**config.mk**
```make
export PLATFORM = sky130hd
export DESIGN_NAME = dmsr_regs
export DESIGN_NICKNAME = d
export VERILOG_FILES = /design/src/logic/dmsr_pkg.sv /design/src/logic/dmsr_seq_if.sv /design/src/logic/dmsr_regs.sv /design/src/logic/dmsr_clkgen.sv /design/src/logic/dmsr_memarb.sv
export VERILOG_INCLUDE_DIRS = /design/src /design/src/logic
export SDC_FILE = /design/constraint.sdc
export NUM_CORES = 1
export LEC_CHECK = 0
export ABC_AREA = 1
export BUFFER_PORTS_ARGS = -buffer_cell sky130_fd_sc_hd__buf_4
export CAP_MARGIN = 20
export CORE_MARGIN = 2
export CORE_UTILIZATION = 35
export CTS_CLUSTER_SIZE = 10
export DETAILED_ROUTE_END_ITERATION = 8
export HOLD_SLACK_MARGIN = 0.02
export PLACE_DENSITY = 0.6
export SLEW_MARGIN = 20
export SYNTH_ARGS = -nofsm -noshare
export SYNTH_HDL_FRONTEND = slang
export SYNTH_HIERARCHICAL = 1
export SYNTH_SLANG_ARGS = --single-unit
```
**constraint.sdc**
```tcl
create_clock -name clock -period 1.5 [get_ports clock]
set_input_delay 0.075 -clock clock [delete_from_list [all_inputs] [get_ports clock]]
set_output_delay 0.075 -clock clock [all_outputs]
set_load 0.005 [all_outputs]
```
**src/logic/dmsr_defines.svh**
```systemverilog
// Port addresses, register indices, field positions, reset values and counts
`ifndef DMSR_DEFINES_SVH
`define DMSR_DEFINES_SVH
`define DMSR_INDEX_PORT 16'h03c4
`define DMSR_DATA_PORT 16'h03c5
`define DMSR_IDX_RESET 3'h0
`define DMSR_IDX_CLOCKING 3'h1
`define DMSR_IDX_PLANE_MASK 3'h2
`define DMSR_IDX_FONT_SEL 3'h3
`define DMSR_IDX_MEM_MODE 3'h4
`define DMSR_IDX_LAST 3'h4
`define DMSR_RST_ASYNC_BIT 0
`define DMSR_RST_SYNC_BIT 1
`define DMSR_CM_DOT8_BIT 0
`define DMSR_CM_CRT_LOW_BIT 1
`define DMSR_CM_LOAD2_BIT 2
`define DMSR_CM_DOTDIV_BIT 3
`define DMSR_CM_CPU_LOW_BIT 4
`define DMSR_MM_SPLIT_BIT 0
`define DMSR_MM_LINEAR_BIT 2
`define DMSR_IDXRD_IOSEL_BIT 5
`define DMSR_RESET_CTRL_RST 8'h03
`define DMSR_CLOCKING_RST 8'h00
`define DMSR_PLANE_MASK_RST 8'h0f
`define DMSR_FONT_SEL_RST 8'h00
`define DMSR_MEM_MODE_RST 8'h00
`define DMSR_LAST_DOT_NARROW 4'h7
`define DMSR_LAST_DOT_WIDE 4'h8
`define DMSR_SLOT_CPU_A 3'h2
`define DMSR_SLOT_LAST_HIGH 3'h5
`define DMSR_SLOT_LAST_LOW 3'h4
`define DMSR_PLANES_ALL 4'hf
`define DMSR_PLANES_EVEN 4'h5
`define DMSR_PLANES_ODD 4'ha
`endif

```
**src/logic/dmsr_pkg.sv**
```systemverilog
// Types shared by the sequencer register bank
package dmsr_pkg;
   typedef enum logic [2:0] {
      DMSR_RUN = 3'b001,
      DMSR_SYNC_HALT = 3'b010,
      DMSR_ASYNC_HALT = 3'b100
   } dmsr_seq_state_type;
endpackage

```
**src/logic/dmsr_seq_if.sv**
```systemverilog
// Configuration and timing strobes between register bank and sequencer parts
`timescale 1ns/1ps
interface dmsr_seq_if;
   logic run;
   logic dot8;
   logic dotdiv;
   logic load2;
   logic crt_low;
   logic cpu_low;
   logic odd_even;
   logic [3:0] plane_mask;
   logic dot_tick;
   logic char_tick;
   logic load_tick;
   modport ctl (output run, dot8, dotdiv, load2, crt_low, cpu_low, odd_even, plane_mask,
      input dot_tick, char_tick, load_tick);
   modport clk (input run, dot8, dotdiv, load2, output dot_tick, char_tick, load_tick);
   modport arb (input run, crt_low, cpu_low, odd_even, plane_mask, char_tick);
endinterface

```
**src/logic/dmsr_regs.sv**
```systemverilog
// Sequencer register bank: indexed host port, reset control, clocking and plane masks
`timescale 1ns/1ps
`include "dmsr_defines.svh"
// Functional notes
// Host writes an index at the index port, then uses the data port.
// Three-bit pointer; values 0 to 4 pick the five sequencer registers.
// Index port read returns the I/O address select copy in bit 5.
// Index port read returns monochrome configuration bits 0 and 1 in bits 6, 7.
// Reset bit 0 low halts at once and floats memory control outputs.
// Reset bit 1 low clears the sequencer on the clock and halts it.
// Sequencer runs only while both reset bits are one.
// Software applies synchronous reset before changing the clocking mode.
// Clocking bit 0 picks eight dots per character, else nine.
// Clocking bit 1 selects the low refresh bandwidth pattern for 320-pixel modes.
// Clocking bit 2 reloads serializers every second character, else every character.
// Clocking bit 3 halves the dot rate, stretching every derived timing.
// Clocking bit 4 gives one CPU slot per four fetches, else two.
// Software sets clocking bit 4 above the fast CPU video rate.
// Plane mask bits gate each plane write strobe.
// In odd/even mode software keeps plane masks paired equal.
// Font select bits 1:0 pick the bank when attribute bit three is zero.
// Font select bits 3:2 pick the bank when attribute bit three is one.
// Equal selections disable font switching; bit three then means intensity.
// Reset bit 0 low clears the font select register.
// Text mode: plane 2 holds fonts, plane 3 unused.
// Each font bank is 256 characters by 32 lines, 8 Kbytes.
// CPU slots are inserted between refresh fetches during active display.
// Memory mode bit 2 low steers even addresses to planes 0, 2.
// Memory mode bit 0 splits the two memory address buses.
// Data port accesses with index above four are ignored, reading zero.
module dmsr_regs (
   input wire logic clock,
   input wire logic rst,
   input wire logic [15:0] io_addr,
   input wire logic io_wr,
   input wire logic io_rd,
   input wire logic [7:0] io_wdata,
   output logic [7:0] io_rdata,
   output logic io_rd_valid,
   input wire logic misc_io_select,
   input wire logic [1:0] mono_config,
   input wire logic display_active,
   input wire logic cpu_mem_req,
   input wire logic cpu_mem_wr,
   input wire logic cpu_addr0,
   input wire logic attribute_bit_three,
   input wire logic [7:0] char_code,
   input wire logic [4:0] scan_line,
   output logic dot_strobe,
   output logic char_clock,
   output logic serializer_load,
   output logic crt_fetch,
   output logic cpu_grant,
   output logic [3:0] plane_we_n,
   output logic mem_ctrl_oe_n,
   output logic seq_running,
   output logic odd_even_active,
   output logic addr_bus_split,
   output logic font_switch_enable,
   output logic [14:0] font_addr
);
   function automatic logic hit_index(input logic [15:0] a);
      return a == `DMSR_INDEX_PORT;
   endfunction

   function automatic logic hit_data(input logic [15:0] a);
      return a == `DMSR_DATA_PORT;
   endfunction

   logic [2:0] index_q;
   logic [7:0] reset_ctrl_q;
   logic [7:0] clocking_mode_q;
   logic [7:0] plane_mask_q;
   logic [7:0] font_sel_q;
   logic [7:0] memory_mode_q;
   logic [7:0] io_rdata_q;
   logic io_rd_valid_q;
   logic [14:0] font_addr_q;
   logic font_switch_q;
   dmsr_pkg::dmsr_seq_state_type state_q;
   dmsr_pkg::dmsr_seq_state_type state_d;
   logic wr_data;
   logic seq_run;
   logic async_held;
   logic [3:0] arb_we_n;
   logic [7:0] data_rd;

   dmsr_seq_if cfg ();

   assign wr_data = io_wr && hit_data(io_addr);
   assign async_held = !reset_ctrl_q[`DMSR_RST_ASYNC_BIT];

   always_ff @(posedge clock) begin
      if (rst) begin
         index_q <= 3'h0;
      end else if (io_wr && hit_index(io_addr)) begin
         index_q <= io_wdata[2:0];
      end
   end

   // Pointers 5 to 7 match no register, so writes through them fall away
   always_ff @(posedge clock) begin
      if (rst) begin
         reset_ctrl_q <= `DMSR_RESET_CTRL_RST;
      end else if (wr_data && index_q == `DMSR_IDX_RESET) begin
         reset_ctrl_q <= io_wdata;
      end
   end

   always_ff @(posedge clock) begin
      if (rst) begin
         clocking_mode_q <= `DMSR_CLOCKING_RST;
      end else if (wr_data && index_q == `DMSR_IDX_CLOCKING) begin
         clocking_mode_q <= io_wdata;
      end
   end

   always_ff @(posedge clock) begin
      if (rst) begin
         plane_mask_q <= `DMSR_PLANE_MASK_RST;
      end else if (wr_data && index_q == `DMSR_IDX_PLANE_MASK) begin
         plane_mask_q <= io_wdata;
      end
   end

   // Held clear for as long as the asynchronous reset bit stays low
   always_ff @(posedge clock) begin
      if (rst) begin
         font_sel_q <= `DMSR_FONT_SEL_RST;
      end else if (async_held) begin
         font_sel_q <= 8'h00;
      end else if (wr_data && index_q == `DMSR_IDX_FONT_SEL) begin
         font_sel_q <= io_wdata;
      end
   end

   always_ff @(posedge clock) begin
      if (rst) begin
         memory_mode_q <= `DMSR_MEM_MODE_RST;
      end else if (wr_data && index_q == `DMSR_IDX_MEM_MODE) begin
         memory_mode_q <= io_wdata;
      end
   end

   always_comb begin
      state_d = state_q;
      case (state_q)
         dmsr_pkg::DMSR_RUN: begin
            if (async_held) begin
               state_d = dmsr_pkg::DMSR_ASYNC_HALT;
            end else if (!reset_ctrl_q[`DMSR_RST_SYNC_BIT]) begin
               state_d = dmsr_pkg::DMSR_SYNC_HALT;
            end
         end
         dmsr_pkg::DMSR_SYNC_HALT: begin
            if (async_held) begin
               state_d = dmsr_pkg::DMSR_ASYNC_HALT;
            end else if (reset_ctrl_q[`DMSR_RST_SYNC_BIT]) begin
               state_d = dmsr_pkg::DMSR_RUN;
            end
         end
         dmsr_pkg::DMSR_ASYNC_HALT: begin
            if (!async_held) begin
               state_d = reset_ctrl_q[`DMSR_RST_SYNC_BIT] ? dmsr_pkg::DMSR_RUN
                  : dmsr_pkg::DMSR_SYNC_HALT;
            end
         end
         default: begin
            state_d = dmsr_pkg::DMSR_ASYNC_HALT;
         end
      endcase
   end

   always_ff @(posedge clock) begin
      if (rst) begin
         state_q <= dmsr_pkg::DMSR_RUN;
      end else begin
         state_q <= state_d;
      end
   end

   // The asynchronous bit stops the sequence at once, without waiting on the state
   assign seq_run = (state_q == dmsr_pkg::DMSR_RUN) && !async_held;

   assign cfg.run = seq_run;
   assign cfg.dot8 = clocking_mode_q[`DMSR_CM_DOT8_BIT];
   assign cfg.dotdiv = clocking_mode_q[`DMSR_CM_DOTDIV_BIT];
   assign cfg.load2 = clocking_mode_q[`DMSR_CM_LOAD2_BIT];
   assign cfg.crt_low = clocking_mode_q[`DMSR_CM_CRT_LOW_BIT];
   assign cfg.cpu_low = clocking_mode_q[`DMSR_CM_CPU_LOW_BIT];
   assign cfg.odd_even = !memory_mode_q[`DMSR_MM_LINEAR_BIT];
   assign cfg.plane_mask = plane_mask_q[3:0];

   dmsr_clkgen u_clkgen (
      .clock(clock),
      .rst(rst),
      .cfg(cfg.clk)
   );

   dmsr_memarb u_memarb (
      .clock(clock),
      .rst(rst),
      .cfg(cfg.arb),
      .display_active(display_active),
      .cpu_mem_req(cpu_mem_req),
      .cpu_mem_wr(cpu_mem_wr),
      .cpu_addr0(cpu_addr0),
      .crt_fetch(crt_fetch),
      .cpu_grant(cpu_grant),
      .plane_we_n(arb_we_n)
   );

   always_comb begin
      if (index_q == `DMSR_IDX_RESET) begin
         data_rd = reset_ctrl_q;
      end else if (index_q == `DMSR_IDX_CLOCKING) begin
         data_rd = clocking_mode_q;
      end else if (index_q == `DMSR_IDX_PLANE_MASK) begin
         data_rd = plane_mask_q;
      end else if (index_q == `DMSR_IDX_FONT_SEL) begin
         data_rd = font_sel_q;
      end else if (index_q == `DMSR_IDX_MEM_MODE) begin
         data_rd = memory_mode_q;
      end else begin
         data_rd = 8'h00;
      end
   end

   always_ff @(posedge clock) begin
      if (rst) begin
         io_rdata_q <= 8'h00;
      end else if (io_rd && hit_index(io_addr)) begin
         io_rdata_q <= {mono_config, misc_io_select, 2'h0, index_q};
      end else if (io_rd && hit_data(io_addr)) begin
         io_rdata_q <= data_rd;
      end
   end

   always_ff @(posedge clock) begin
      if (rst) begin
         io_rd_valid_q <= 1'b0;
      end else begin
         io_rd_valid_q <= io_rd && (hit_index(io_addr) || hit_data(io_addr));
      end
   end

   // Font banks sit in plane 2, each 256 characters of 32 scan lines
   always_ff @(posedge clock) begin
      if (rst) begin
         font_addr_q <= 15'h0000;
      end else begin
         font_addr_q <= {attribute_bit_three ? font_sel_q[3:2] : font_sel_q[1:0],
            char_code, scan_line};
      end
   end

   always_ff @(posedge clock) begin
      if (rst) begin
         font_switch_q <= 1'b0;
      end else begin
         font_switch_q <= font_sel_q[3:2] != font_sel_q[1:0];
      end
   end

   assign io_rdata = io_rdata_q;
   assign io_rd_valid = io_rd_valid_q;
   assign dot_strobe = cfg.dot_tick;
   assign char_clock = cfg.char_tick;
   assign serializer_load = cfg.load_tick;
   assign plane_we_n = arb_we_n | {4{async_held}};
   assign mem_ctrl_oe_n = async_held;
   assign seq_running = seq_run;
   assign odd_even_active = cfg.odd_even;
   assign addr_bus_split = memory_mode_q[`DMSR_MM_SPLIT_BIT];
   assign font_switch_enable = font_switch_q;
   assign font_addr = font_addr_q;

   // Checking aid: cycles since the last character clock
   logic [4:0] gap_q;
   logic gap_ok_q;
   logic [4:0] gap_want;

   always_ff @(posedge clock) begin
      if (rst || char_clock) begin
         gap_q <= 5'h00;
      end else if (gap_q != 5'h1f) begin
         gap_q <= gap_q + 5'h01;
      end
   end

   always_ff @(posedge clock) begin
      if (rst || !seq_run || (wr_data && index_q == `DMSR_IDX_CLOCKING)) begin
         gap_ok_q <= 1'b0;
      end else if (char_clock) begin
         gap_ok_q <= 1'b1;
      end
   end

   assign gap_want = cfg.dotdiv ? {(cfg.dot8 ? `DMSR_LAST_DOT_NARROW : `DMSR_LAST_DOT_WIDE), 1'b1}
      : {1'b0, (cfg.dot8 ? `DMSR_LAST_DOT_NARROW : `DMSR_LAST_DOT_WIDE)};
endmodule

```
**src/logic/dmsr_clkgen.sv**
```systemverilog
// Dot clock divider, character clock and serializer reload timing
`timescale 1ns/1ps
`include "dmsr_defines.svh"
module dmsr_clkgen (
   input wire logic clock,
   input wire logic rst,
   dmsr_seq_if.clk cfg
);
   logic dot_phase_q;
   logic [3:0] dot_cnt_q;
   logic char_par_q;
   logic [3:0] last_dot;

   assign last_dot = cfg.dot8 ? `DMSR_LAST_DOT_NARROW : `DMSR_LAST_DOT_WIDE;
   assign cfg.dot_tick = cfg.run && (!cfg.dotdiv || dot_phase_q);
   // Compare with >= so a width change mid-character cannot run past the end
   assign cfg.char_tick = cfg.dot_tick && (dot_cnt_q >= last_dot);
   assign cfg.load_tick = cfg.char_tick && (!cfg.load2 || char_par_q);

   always_ff @(posedge clock) begin
      if (rst || !cfg.run) begin
         dot_phase_q <= 1'b0;
      end else if (cfg.dotdiv) begin
         dot_phase_q <= ~dot_phase_q;
      end else begin
         dot_phase_q <= 1'b0;
      end
   end

   always_ff @(posedge clock) begin
      if (rst || !cfg.run) begin
         dot_cnt_q <= 4'h0;
      end else if (cfg.char_tick) begin
         dot_cnt_q <= 4'h0;
      end else if (cfg.dot_tick) begin
         dot_cnt_q <= dot_cnt_q + 4'h1;
      end
   end

   always_ff @(posedge clock) begin
      if (rst || !cfg.run) begin
         char_par_q <= 1'b0;
      end else if (cfg.char_tick) begin
         char_par_q <= ~char_par_q;
      end
   end
endmodule

```
**src/logic/dmsr_memarb.sv**
```systemverilog
// Display memory slot sharing between refresh fetches and CPU accesses
`timescale 1ns/1ps
`include "dmsr_defines.svh"
module dmsr_memarb (
   input wire logic clock,
   input wire logic rst,
   dmsr_seq_if.arb cfg,
   input wire logic display_active,
   input wire logic cpu_mem_req,
   input wire logic cpu_mem_wr,
   input wire logic cpu_addr0,
   output logic crt_fetch,
   output logic cpu_grant,
   output logic [3:0] plane_we_n
);
   logic [2:0] slot_q;
   logic crt_par_q;
   logic crt_fetch_q;
   logic cpu_grant_q;
   logic [3:0] we_n_q;
   logic [2:0] last_slot;
   logic cpu_slot;
   logic crt_go;
   logic cpu_go;
   logic [3:0] plane_sel;

   assign last_slot = cfg.cpu_low ? `DMSR_SLOT_LAST_LOW : `DMSR_SLOT_LAST_HIGH;
   assign cpu_slot = (slot_q == last_slot) || (!cfg.cpu_low && slot_q == `DMSR_SLOT_CPU_A);
   // Low refresh bandwidth skips every other refresh slot
   assign crt_go = cfg.run && cfg.char_tick && display_active && !cpu_slot
      && (!cfg.crt_low || crt_par_q);
   // Outside active display every slot may serve the CPU
   assign cpu_go = cfg.run && cfg.char_tick && cpu_mem_req
      && (cpu_slot || !display_active);
   assign plane_sel = !cfg.odd_even ? `DMSR_PLANES_ALL
      : (cpu_addr0 ? `DMSR_PLANES_ODD : `DMSR_PLANES_EVEN);

   always_ff @(posedge clock) begin
      if (rst || !cfg.run) begin
         slot_q <= 3'h0;
      end else if (cfg.char_tick) begin
         slot_q <= (slot_q >= last_slot) ? 3'h0 : slot_q + 3'h1;
      end
   end

   always_ff @(posedge clock) begin
      if (rst || !cfg.run) begin
         crt_par_q <= 1'b0;
      end else if (cfg.char_tick && display_active && !cpu_slot) begin
         crt_par_q <= ~crt_par_q;
      end
   end

   always_ff @(posedge clock) begin
      if (rst) begin
         crt_fetch_q <= 1'b0;
         cpu_grant_q <= 1'b0;
         we_n_q <= `DMSR_PLANES_ALL;
      end else begin
         crt_fetch_q <= crt_go;
         cpu_grant_q <= cpu_go;
         we_n_q <= (cpu_go && cpu_mem_wr) ? ~(cfg.plane_mask & plane_sel)
            : `DMSR_PLANES_ALL;
      end
   end

   assign crt_fetch = crt_fetch_q;
   assign cpu_grant = cpu_grant_q;
   assign plane_we_n = we_n_q;
endmodule

```
# After elaboration in Yosys (flattened, before gate mapping)
# Index checks and enable logic that the tools add are counted.
[word_totals]
input_bits = 49
register_bits = 87
elab_cells = 116
[op_classes]
addsub = 2
bitwise_logic = 9
n_lt_le_gt_ge = 2
n_mux = 20
n_reduce_logical = 48
eq_ne = 15
[ops]
columns = ["op", "count"]
rows = [
  ["$mux 8", 7],
  ["$eq 16x10->1 const B", 2],
  ["$logic_and 1x1->1", 24],
  ["$mux 3", 6],
  ["$eq 3x2->1 const B", 4],
  ["$mux 4", 3],
  ["$reduce_or 2->1", 5],
  ["$logic_not 1->1", 9],
  ["$pmux 3 s3", 1],
  ["$logic_or 1x1->1", 7],
  ["$eq 3x1->1 const B", 2],
  ["$eq 3x3->1 const B", 2],
  ["$ne 3x3->1 const B", 2],
  ["$not 1->1", 6],
  ["$add 4x1->4 const B", 1],
  ["$and 4x4->4", 1],
  ["$ge 4x4->1", 1],
  ["$mux 2", 2],
  ["$not 4->4", 1],
  ["$or 4x4->4", 1],
  ["$add 3x1->3 const B", 1],
  ["$eq 3x3->1", 1],
  ["$ge 3x3->1", 1],
  ["$logic_not 3->1", 1],
  ["5 further kinds", 5],
]

# Longest topological paths before layout
# Gate-level depths: netlist of run 1.
[depth]
depth_word = 10
ltp_mapped = 16
ltp_nobuf = 15

# Cells and area by module
# Netlist of run 1, hierarchy kept.
[modules_own_cells]
columns = ["mod", "n_inst", "cells_each", "seq_area_each_um2", "area_per_inst_um2"]
rows = [
  ["dmsr_regs", 1, 443, 1421.4, 3066.7],
  ["dmsr_memarb", 1, 62, 200.2, 509.2],
  ["dmsr_clkgen", 1, 54, 120.1, 399.1],
]

# Worst setup path after synthesis of run 1
# No wires, ideal clock.
[synth_path]
kind = "register to register"
start = "register clocking_mode_q[0]"
end = "register u_memarb.we_n_q[0] (netlist: u_memarb/plane_we_n[0])"
path_slack_ns = -0.137
synth_period_minus_slack_ns = 1.637
required_ns = 1.373
path_stages_with_launch = 13
arrival_ns = 1.510
setup_time_ns = 0.127
path_buffers = 1
cell_sequence = "dfxtp_1 > inv_1 > ha_1 > nand2_1 > inv_1 > nand2_1 > nand3_2 > nand2_2 > inv_1 > buf_4 > nand2_1 > nor2_4 > nand4_1"
[synth_via]
elab_chain_len = 9
[synth_rtl]
columns = ["item", "line", "source"]
rows = [
  ["from (decl)", "dmsr_regs.sv:72", "logic [7:0] clocking_mode_q;"],
  ["from (signal assigned)", "dmsr_regs.sv:112", "clocking_mode_q <= `DMSR_CLOCKING_RST;"],
  ["from (signal assigned)", "dmsr_regs.sv:114", "clocking_mode_q <= io_wdata;"],
  ["$mux 4 (no source line)", "-", ""],
  ["$ge 4x4->1", "dmsr_clkgen.sv:17", "assign cfg.char_tick = cfg.dot_tick && (dot_cnt_q >= last_dot);"],
  ["$logic_and 1x1->1", "dmsr_clkgen.sv:17", ""],
  ["net char_clock", "dmsr_regs.sv:50", "output logic char_clock,"],
  ["$logic_and 1x1->1 (2 in series)", "dmsr_memarb.sv:33", "assign cpu_go = cfg.run && cfg.char_tick && cpu_mem_req"],
  ["$logic_and 1x1->1", "dmsr_memarb.sv:34", "&& (cpu_slot || !display_active);"],
  ["$logic_and 1x1->1", "dmsr_memarb.sv:62", "we_n_q <= (cpu_go && cpu_mem_wr) ? ~(cfg.plane_mask & plane_sel)"],
  ["$not 1->1 (no source line)", "-", ""],
  ["$reduce_or 2->1 (no source line)", "-", ""],
  ["to (signal assigned)", "dmsr_memarb.sv:58", "we_n_q <= `DMSR_PLANES_ALL;"],
  ["to (signal assigned)", "dmsr_memarb.sv:62", ""],
  ["to (decl)", "dmsr_memarb.sv:20", "logic [3:0] we_n_q;"],
]
# The timed path passes the listed nets, and every way through them passes these cells.
# A chain may end at the register's enable or synchronous reset.

# Worst setup path after layout of run 1
[layout_path]
start = "register clocking_mode_q[0]"
end = "output port serializer_load"
[layout_via]
elab_chain_len = 4
[layout_rtl]
columns = ["item", "line", "source"]
rows = [
  ["$mux 4 (no source line)", "-", ""],
  ["$ge 4x4->1", "dmsr_clkgen.sv:17", ""],
  ["$logic_and 1x1->1", "dmsr_clkgen.sv:17", ""],
  ["$logic_and 1x1->1", "dmsr_clkgen.sv:18", "assign cfg.load_tick = cfg.char_tick && (!cfg.load2 || char_par_q);"],
  ["to (decl)", "dmsr_regs.sv:51", "output logic serializer_load,"],
]
# Every way passes these cells.

==> results.sh, run 1 <==
export IMPL_critPathKind="flip-flop to output pin"
export IMPL_pin_count=87
export IMPL_leakage_nw=2.734
export IMPL_vdd_drop_max_mv=0.4802
export IMPL_synth_cells=559
export IMPL_drive_above_1_share_pct=29.68
export IMPL_synth_common_cells="112 x nand2_1, 112 x nor2_1, 87 x dfxtp_1, 63 x inv_1, 36 x nand3_1"
export IMPL_die_w_um=110.6
export IMPL_setup_violations=12
export IMPL_setup_ws_ns=-0.2806
export IMPL_placementRows=38
export IMPL_cts_root_buffer="clkbuf_16"
export IMPL_grt_pass1_vias=3787
export IMPL_tightestPinTransition_ns=0.3922
export IMPL_synth_edf_count=0
export IMPL_areaGrowthSynthToFinish_pct=45.86
export IMPL_place_ws_ns=-0.1115
export IMPL_hp_class="primary input to flip-flop"
export IMPL_async_flop_share_pct=0
export IMPL_overflow=0
export IMPL_final_nets=763
export IMPL_synth_ff_type="dfxtp_1"
export IMPL_clock_power_share_pct=41.9
export IMPL_yosysSeqAreaShare_pct=43.81
export IMPL_final_setup_skew_ns=0.007569
export IMPL_drc=0
export IMPL_slew_headroom_pct=73.65
export IMPL_num_vias=3960
export IMPL_fmax_mhz=561.6
export IMPL_grtUsageTotal_pct=18.06
export IMPL_yosysUniqueCellTypes=32
export IMPL_dp_hpwl_um=8264
export IMPL_clk_pin_slew_ns=0.06
export IMPL_n_antenna_cell=0
export IMPL_numCtsBuffers=9
export IMPL_first_pass_iters=4
export IMPL_period_share_pct=118.7
export IMPL_initial_core_util_pct=36.19
export IMPL_dpl_cell_count=809
export IMPL_seq_area_um2=1752
export IMPL_ys_warn_count=6
export IMPL_core_um2=10980
export IMPL_final_hold_violation_count=0
export IMPL_finalNonFillerCells=851
export IMPL_cap_violations=0
export IMPL_worstPathArrival_ns=1.71
export IMPL_cts_tree="done"
export IMPL_initialDrtViolationCount=194
export IMPL_clk_latency_ns=0.35
export IMPL_critPathMaxFanout=4
export IMPL_status="finished, violations left"
export IMPL_critPathRequiredTime_ns=1.42
export IMPL_viasPerCell=4.653
export IMPL_die_area_um2=12230
export IMPL_syn_nets=616
export IMPL_violations="setup timing"
export IMPL_fin_util_pct=52.79
export IMPL_synth_top_area_cell="dfxtp_1"
export IMPL_combPwrFrac_pct=18.2
export IMPL_rsz0062_at_grt="yes"
export IMPL_syn_avg_cell_area_um2=7.111
export IMPL_synth_top_area_share_pct=43.81
export IMPL_wl_per_cell_um=12.90
export IMPL_antenna_found_initial=0
export IMPL_place_gp_congestion=0.8354
export IMPL_port_buffers=86
export IMPL_grt_pass1_wl_um=17990
export IMPL_die_y_um=110.6
export IMPL_power_density_nw_per_um2=1048
export IMPL_n_fill_cell=1061
export IMPL_htree_levels=3
export IMPL_ys_seq_elements=87
export IMPL_sequentialPowerShare_pct=39.9
export IMPL_worstSetupEndpointType="output pin"
export IMPL_multi_input_area_um2=2027
export IMPL_cell_internal_pwr_mw=4.564
export IMPL_swShare_pct=24.88
export IMPL_grt_max_degree=32
export IMPL_period_needed_ns=1.781
export IMPL_syn_area_um2=3975
export IMPL_netSwitchingPower_mw=1.512
export IMPL_start_kind="flip-flop"
export IMPL_clock_sinks=87
export IMPL_slew_viol_final=0
export IMPL_synth_area_top_cells="dfxtp_1 44%, nand2_1 11%, nor2_1 11%"
export IMPL_ant_nets=0
export IMPL_wirelength_um=10970
export IMPL_clock_path_buffers=2
## per-layer routing
| metal | share of wire (%) | up-vias | wire length [µm] | GRT usage [%] |
|---|---|---|---|---|
| met4 | 1.7 | 0 | 184 | 6.083 |
| met3 | 5.0 | 18 | 553 | 3.952 |
| met5 | 0 | - | 0 | 0 |
| met2 | 48 | 99 | 5256 | 30.51 |
| li1 | - | 2063 | - | - |
| met1 | 45 | 1780 | 4979 | 22.79 |
## power by group through the flow
stage / Clock [mW] / Combinational (mW) / Sequential [mW]
6_report: 2.55 / 1.11 / 2.42
3_5_place_dp: 0 / 1.03 / 2.47
5_1_grt: 2.68 / 1.22 / 2.43
4_1_cts: 2.58 / 1.09 / 2.42
3_3_place_gp: 0 / 1.01 / 2.47
2_1_floorplan: 0 / 0.516 / 2.47
## what timing repair did
action / in CTS / in global routing
setup buffers: 2 / 7
pin swaps: 3 / 23
hold buffers: 17 / 0
gates resized for setup: 11 / 29
endpoints found under the hold margin: 20 / 0
endpoints found under the setup margin: 15 / 41
## cell families after synthesis
logic type	count (synthesis)	synth area share [%]
flip-flops	87	43.81
XOR/XNOR	7	1.542
adder cells (fa/ha/maj)	8	2.518
AO/OA/AOI/OAI	68	9.412
AND/OR/NAND/NOR	305	34.21
buffers and inverters	84	8.499
## final timing paths
check,cells past startpoint,startpoint,slack (ns),endpoint
setup / recovery,8,clocking_mode_q[0],-0.28,serializer_load
hold / removal,3,io_wdata[6],0.02,plane_mask_q[6]
setup reg to reg,11,clocking_mode_q[0],-0.20,u_memarb/plane_we_n[0]
hold reg to reg,2,memory_mode_q[6],0.46,memory_mode_q[6]
## flip-flops by register name, indices dropped and copies added, names as in the netlist, 3 cells and up
signal               cells
clocking_mode_q          8
reset_ctrl_q             8
memory_mode_q            8
font_sel_q               8
io_rdata                 8
index_q                  3
u_memarb/slot_q          3
state_q                  3
u_memarb/plane_we_n      4
u_clkgen/dot_cnt_q       4
font_addr               15
plane_mask_q             8
## metrics by stage
stage | hold slack (ns) | total power [mW] | TNS [ns] | area [µm²]
floorplan | 0.1541 | 2.987 | -0.1181 | 4030
global placement | 0.2737 | 3.473 | -0.07650 | 5076
detailed placement | 0.2827 | 3.503 | -0.6107 | 5076
CTS | 0.02236 | 6.096 | -1.290 | 5640
global route | 0.03293 | 6.323 | -3.351 | 5798
finish | 0.02318 | 6.076 | -1.728 | 5798
## cell type report
class / instances / area share, %
timing repair buffer: 151 / 21.23
multi-input combinational: 388 / 34.96
clock buffer: 14 / 4.899
clock inverter: 2 / 1.036
tap: 140 / 3.021
inverter: 69 / 4.640
sequential: 87 / 30.21
## layout by cell type, fill, tap and decap left out, types with 8 or more instances in the layout
| master | count |
|---|---|
| a21oi_1 | 23 |
| o21ai_0 | 32 |
| nand2_2 | 11 |
| nand4_1 | 13 |
| nand2_1 | 105 |
| buf_4 | 124 |
| clkbuf_16 | 9 |
| nand3_1 | 36 |
| dfxtp_1 | 83 |
| inv_1 | 58 |
| buf_6 | 8 |
| nor2_1 | 110 |
| dlygate4sd3_1 | 17 |
## worst max-delay path, stage by stage (launching register included)
cell     delay [ns]
dfxtp_4        0.38
inv_4          0.05
ha_4           0.26
nand4_1        0.12
nand3_2        0.12
nand2_2        0.09
buf_6          0.13
a21oi_4        0.11
buf_6          0.11
Note: power is estimated with default switching activity, not from simulation.
==> inputs of run 2 (changes only) <==
--- a/config.mk
+++ b/config.mk
@@ -9,6 +9,7 @@
 export ABC_AREA = 1
 export BUFFER_PORTS_ARGS = -buffer_cell sky130_fd_sc_hd__buf_4
 export CAP_MARGIN = 20
+export CORE_ASPECT_RATIO = 1.5
 export CORE_MARGIN = 2
 export CORE_UTILIZATION = 35
 export CTS_CLUSTER_SIZE = 10
==> run 2 against run 1 <==
  * The run still ends with setup timing left
  * Worst hold slack improved by 0.0042 ns
  * Total power decreased by 4.9%
  * Combinational power increased by 5%
  * Critical path type unchanged
  * Highest routed layer unchanged
==> results.sh, run 2 (synthesized netlist as in run 1, its figures left out) <==
export IMPL_vdd_drop_max_mv=0.5817
export IMPL_n_antenna_cell=0
export IMPL_final_hold_violation_count=0
export IMPL_stdcell_area_um2=5749
export IMPL_grt_pass1_wl_um=18910
export IMPL_cts_root_buffer="clkbuf_16"
export IMPL_initialDrtViolationCount=255
export IMPL_worstPathArrival_ns=1.69
export IMPL_crit_family="flip-flops"
export IMPL_cap_violations=0
export IMPL_drive_above_1_share_pct=30.40
export IMPL_viasPerCell=4.736
export IMPL_period_share_pct=117.5
export IMPL_final_setup_skew_ns=0.006638
export IMPL_port_buffers=86
export IMPL_critPathRequiredTime_ns=1.42
export IMPL_clock_sinks=87
export IMPL_worstSetupEndpointType="output pin"
export IMPL_rsz0062_at_grt="yes"
export IMPL_num_vias=4030
export IMPL_drc=0
export IMPL_final_nets=756
export IMPL_hp_class="primary input to flip-flop"
export IMPL_critPathMaxFanout=4
export IMPL_crit_chain="inv_4, ha_4, nand2_2, nand2_2, nand2_2, nand3_4, nand2_4, buf_6, a21oi_2, buf_4"
export IMPL_hold_path_end="clocking_mode_q[5]"
export IMPL_reg2regPathDepth=12
export IMPL_pin_count=87
export IMPL_fmax_mhz=567.4
export IMPL_ant_nets=0
export IMPL_clock_path_buffers=2
export IMPL_crit_slowest_cell="dfxtp_4"
export IMPL_initial_core_util_pct=35.96
export IMPL_rrSetupSlack_ns=-0.18
export IMPL_critPathKind="flip-flop to output pin"
export IMPL_dp_hpwl_um=8528
export IMPL_start_kind="flip-flop"
export IMPL_clk_latency_ns=0.34
export IMPL_r2r_end="u_memarb/plane_we_n[0]"
export IMPL_timing_rr_start="clocking_mode_q[0]"
export IMPL_slew_viol_final=0
export IMPL_core_um2=11060
export IMPL_final_cell_mix="116 x buf_4, 105 x nor2_1, 101 x nand2_1, 83 x dfxtp_1, 55 x inv_1"
export IMPL_holdPathStages=3
export IMPL_path_buf_inv=3
export IMPL_place_gp_congestion=0.9514
export IMPL_setup_violations=16
export IMPL_place_area_um2=5050
export IMPL_numCtsBuffers=9
export IMPL_first_pass_iters=4
export IMPL_status="finished, violations left"
export IMPL_violations="setup timing"
export IMPL_grt_pass1_vias=3942
export IMPL_clk_pin_slew_ns=0.06
export IMPL_grt_max_degree=32
export IMPL_setup_ws_ns=-0.2623
export IMPL_areaGrowthSynthToFinish_pct=44.63
export IMPL_grtUsageTotal_pct=19.47
export IMPL_power_density_nw_per_um2=1005
export IMPL_max_stage_delay_ns=0.39
export IMPL_die_w_um=91.02
export IMPL_period_needed_ns=1.762
export IMPL_cts_tree="done"
export IMPL_mostFrequentLayoutCell="buf_4"
export IMPL_largest_reg_flops=15
export IMPL_placementRows=47
export IMPL_leakage_nw=2.678
export IMPL_overflow=0
export IMPL_antenna_found_initial=0
export IMPL_wl_per_cell_um=13.45
export IMPL_die_area_um2=12240
export IMPL_finalSetupTns_ns=-2.105
export IMPL_htree_levels=3
export IMPL_hp_start="io_wdata[5]"
export IMPL_die_y_um=134.5
export IMPL_crit_top_cell="nand2_2"
export IMPL_slew_headroom_pct=72.04
export IMPL_tightestPinTransition_ns=0.4161
export IMPL_wirelength_um=11440
-- run 2: where the power goes --
| part | total (mW) | switching, mW | internal (mW) | leakage [nW] |
|---|---|---|---|---|
| clock | 2.19 | 0.863 | 1.33 | 0.146 |
| combinational | 1.17 | 0.610 | 0.559 | 1.82 |
| sequential | 2.42 | 0.0365 | 2.38 | 0.707 |
-- run 2: repair_timing --
action / CTS / global route
pin swaps: 16 / 14
hold buffers: 18 / 0
gates resized for setup: 19 / 34
buffers inserted: 4 / 5
endpoints found under the hold margin: 23 / 0
setup endpoints to repair: 13 / 34
-- run 2: worst max path at each step --
stage	startpoint	end	slack [ns]	cells past startpoint
floorplan	clocking_mode_q[0]	u_memarb/plane_we_n[1]	-0.03	12
global placement	clocking_mode_q[0]	u_memarb/plane_we_n[2]	-0.04	11
detailed placement	clocking_mode_q[0]	u_memarb/plane_we_n[0]	-0.14	11
CTS	clocking_mode_q[0]	serializer_load	-0.27	10
global route	clocking_mode_q[0]	serializer_load	-0.33	10
finish	clocking_mode_q[0]	serializer_load	-0.26	10
-- run 2: tightest hold or removal path, delay by kind of cell --
kind,cells,cell delay [ns]
buf+inv,1,0.13
simple gates,2,0.13
-- run 2: per-layer routing --
layer  global-route usage [%]  wire length, µm
met1                    21.28             4394
met2                    34.44             6152
met3                    4.297              362
met4                    11.28              533
met5                        0                0
-- run 2: per-stage QoR --
step / hold slack, ns / power [mW] / util, % / cells / setup WS [ns]
2_1_floorplan: 0.1541 / 2.987 / - / 559 / -0.02517
3_3_place_gp: 0.2752 / 3.462 / 45.68 / 808 / -0.04321
3_5_place_dp: 0.2836 / 3.489 / 45.68 / 808 / -0.1396
4_1_cts: 0.02324 / 5.748 / 50.72 / 846 / -0.2679
5_1_grt: 0.02887 / 6.074 / 52.00 / 851 / -0.3348
6_report: 0.02740 / 5.779 / 52.00 / 851 / -0.2623
-- run 2: layout make-up --
class / instances / area (µm²)
inverter: 69 / 272.8
clock buffer: 12 / 246.5
tap: 147 / 183.9
timing repair buffer: 144 / 1194
multi-input combinational: 388 / 2058
clock inverter: 4 / 45.04
sequential: 87 / 1749
fill: 1144 / 5306
==> inputs of run 3 (changes only) <==
--- a/config.mk
+++ b/config.mk
@@ -6,16 +6,15 @@
 export SDC_FILE = /design/constraint.sdc
 export NUM_CORES = 1
 export LEC_CHECK = 0
-export ABC_AREA = 1
 export BUFFER_PORTS_ARGS = -buffer_cell sky130_fd_sc_hd__buf_4
 export CAP_MARGIN = 20
 export CORE_ASPECT_RATIO = 1.5
 export CORE_MARGIN = 2
-export CORE_UTILIZATION = 35
+export CORE_UTILIZATION = 54
 export CTS_CLUSTER_SIZE = 10
 export DETAILED_ROUTE_END_ITERATION = 8
 export HOLD_SLACK_MARGIN = 0.02
-export PLACE_DENSITY = 0.6
+export PLACE_DENSITY = 0.81
 export SLEW_MARGIN = 20
 export SYNTH_ARGS = -nofsm -noshare
 export SYNTH_HDL_FRONTEND = slang
==> constraint.sdc (replaced) <==
create_clock -name clock -period 1.8 [get_ports clock]
set_input_delay 0.09 -clock clock [delete_from_list [all_inputs] [get_ports clock]]
set_output_delay 0.09 -clock clock [all_outputs]
set_load 0.005 [all_outputs]
==> run 3 against run 2 <==
  * The flow still finishes with violations (setup timing)
  * Clock skew rose by 0.0012 ns
  * Die area fell by 33%
  * Wire length fell by 2.9%
  * Global-route usage rose by 8.8 points
  * Cell area fell by 3.0%
  * Total power fell by 34%
  * Non-clock buffer count did not move
  * Synthesized area rose by 2.2%
  * First-iteration DRC count fell by 9.8%
  * Largest power group unchanged
==> results.sh, run 3 <==
export IMPL_finalSetupTns_ns=-1.758
export IMPL_async_flop_share_pct=0
export IMPL_met3_usage_pct=5.636
export IMPL_dpl_cell_count=624
export IMPL_finalNonFillerCells=666
export IMPL_ys_warn_count=6
export IMPL_leakage_nw=2.343
export IMPL_first_pass_iters=5
export IMPL_sequentialPowerShare_pct=51.9
export IMPL_numCtsBuffers=9
export IMPL_core_um2=7274
export IMPL_syn_avg_cell_area_um2=9.407
export IMPL_synth_edf_count=0
export IMPL_clk_pin_slew_ns=0.08
export IMPL_initial_core_util_pct=55.87
export IMPL_yosysUniqueCellTypes=58
export IMPL_synth_area_top_cells="dfxtp_1 43%, nand2b_1 9.2%, mux2i_1 9.1%"
export IMPL_violations="setup timing"
export IMPL_status="finished, violations left"
export IMPL_netSwitchingPower_mw=0.9223
export IMPL_critPathMaxFanout=4
export IMPL_pin_count=87
export IMPL_final_nets=620
export IMPL_synth_ff_type="dfxtp_1"
export IMPL_place_gp_congestion=0.8551
export IMPL_port_buffers=86
export IMPL_setup_ws_ns=-0.2156
export IMPL_tightestPinTransition_ns=0.5949
export IMPL_drive_above_1_share_pct=28.80
export IMPL_final_hold_violation_count=0
export IMPL_n_antenna_cell=0
export IMPL_clock_path_buffers=2
export IMPL_drc=0
export IMPL_die_y_um=110.2
export IMPL_grt_max_degree=65
export IMPL_grtUsageTotal_pct=28.28
export IMPL_cap_violations=0
export IMPL_rsz0062_at_grt="yes"
export IMPL_period_share_pct=112.0
export IMPL_initialDrtViolationCount=230
export IMPL_vdd_drop_max_mv=0.6610
export IMPL_synth_top_area_share_pct=42.86
export IMPL_met1_usage_pct=30.52
export IMPL_areaGrowthSynthToFinish_pct=37.22
export IMPL_grt_pass1_vias=3680
export IMPL_combPwrFrac_pct=13.8
export IMPL_worstSetupEndpointType="flip-flop"
export IMPL_synth_cells=432
export IMPL_placementRows=38
export IMPL_final_cell_mix="112 x buf_4, 85 x dfxtp_1, 60 x nand2b_1, 37 x mux2i_1, 35 x nor2_1"
export IMPL_swShare_pct=24.13
export IMPL_cts_root_buffer="clkbuf_8"
export IMPL_final_setup_skew_ns=0.007873
export IMPL_place_area_um2=5007
export IMPL_ys_seq_elements=87
export IMPL_power_density_nw_per_um2=685.4
export IMPL_dp_hpwl_um=7632
export IMPL_period_needed_ns=2.016
export IMPL_clk_latency_ns=0.36
export IMPL_worstPathArrival_ns=2.25
export IMPL_synth_top_area_cell="dfxtp_1"
export IMPL_viasPerCell=5.592
export IMPL_holdWs_ns=0.04399
export IMPL_yosysMostFrequentCell="dfxtp_1"
export IMPL_stdcell_area_um2=5577
export IMPL_htree_levels=3
export IMPL_start_kind="flip-flop"
export IMPL_largest_reg_flops=15
export IMPL_clock_power_share_pct=34.3
export IMPL_mostFrequentLayoutCell="buf_4"
export IMPL_clock_sinks=87
export IMPL_grt_busiest_layer="met2"
export IMPL_syn_nets=489
export IMPL_use_met2_pct=50.63
export IMPL_grt_pass1_wl_um=17430
export IMPL_setup_violations=11
export IMPL_num_vias=3724
export IMPL_overflow=0
export IMPL_ant_nets=0
export IMPL_cell_internal_pwr_mw=2.900
export IMPL_synth_common_cells="87 x dfxtp_1, 60 x nand2b_1, 37 x mux2i_1, 37 x nor2_1, 19 x o21ai_0"
export IMPL_antenna_found_initial=0
export IMPL_syn_area_um2=4064
export IMPL_wl_per_cell_um=16.68
export IMPL_yosysSeqAreaShare_pct=42.86
export IMPL_critPathRequiredTime_ns=2.04
export IMPL_critPathKind="flip-flop to flip-flop"
export IMPL_wirelength_um=11110
export IMPL_die_area_um2=8250
export IMPL_slew_headroom_pct=60.34
export IMPL_cts_tree="done"
export IMPL_hp_class="primary input to flip-flop"
export IMPL_fmax_mhz=496.1
export IMPL_slew_viol_final=0
export IMPL_die_w_um=74.83
==> run 3: cell count changes in the layout (fill, tap and decap cells not counted), moves of 9 or more <==
cell,before,now
inv_1,55,12
o21ai_0,33,19
nand2_2,15,1
nor2b_1,0,17
nor2_1,105,35
nand2_1,101,9
mux2i_1,0,37
clkbuf_8,1,10
nor2_2,10,1
a22o_1,0,14
nand3_1,35,5
clkbuf_16,9,0
nand2b_1,0,60
==> run 3: cell type report <==
cell class / instances / area (µm²)
clock inverter: 4 / 47.55
tap: 100 / 125.1
multi-input combinational: 307 / 2278
fill: 499 / 1698
inverter: 14 / 55.05
clock buffer: 10 / 137.6
timing repair buffer: 144 / 1186
sequential: 87 / 1747
==> run 3: power by group through the flow <==
stage | Sequential, mW | Combinational (mW) | Clock (mW)
final | 1.98 | 0.527 | 1.31
after global routing | 1.99 | 0.572 | 1.42
after CTS | 1.98 | 0.521 | 1.34
after global placement | 2.03 | 0.443 | 0
after detailed placement | 2.03 | 0.460 | 0
after floorplan | 2.03 | 0.231 | 0
==> run 3: worst max-delay path, stage by stage, from the launching register on <==
cell and delay, ns:
dfxtp_4 0.39, inv_4 0.05, ha_4 0.25, o21a_1 0.12, nor2_2 0.04, or2_4 0.27, nor2_4 0.11, buf_6 0.11
nand4b_4 0.11, a311oi_4 0.32, nand3_1 0.12
==> run 3: cell families (layout without fill, tap and decap cells) <==
group	count (synthesis)	count (layout)	synth area share [%]
adders and majority gates	8	8	2.463
muxes	37	37	9.113
AOI/OAI and AO/OA	80	80	13.92
xor gates and xnor gates	5	5	1.078
DFF	87	87	42.86
and+or+nand+nor	177	177	26.60
buffers and inverters	38	172	3.971
==> run 3: through the flow <==
| stage | worst slack [ns] | total power [mW] | util, % |
|---|---|---|---|
| global route | -0.3309 | 3.983 | 76.66 |
| CTS | -0.2771 | 3.846 | 76.35 |
| finish | -0.2156 | 3.822 | 76.66 |
| floorplan | -0.1901 | 2.260 | - |
| detailed placement | -0.2232 | 2.488 | 68.83 |
| global placement | -0.1158 | 2.469 | 68.83 |
==> run 3: path summary, 6_finish.rpt <==
kind	startpoint	depth (start not counted)	slack, ns	end
worst max-delay path	clocking_mode_q[0]	10	-0.22	u_memarb/plane_we_n[3]
worst min register to register	plane_mask_q[0]	1	0.44	u_memarb/plane_we_n[0]
worst min-delay path	io_wdata[1]	3	0.04	font_sel_q[1]
worst max register to register	clocking_mode_q[0]	10	-0.22	u_memarb/plane_we_n[3]
==> run 3: what timing repair did <==
action                     in CTS  in global routing
pin swaps                       9                  5
hold endpoints to repair       28                  0
buffers inserted                3                  0
resized for setup              14                  5
setup endpoints to repair      11                 19
hold buffers                   26                  0
==> run 3: metal layers <==
layer  wire length, µm  up-vias
met5                 0        -
met3               514       32
li1                  -     1790
met1              4072     1764
met4               389        0
met2              6132      138
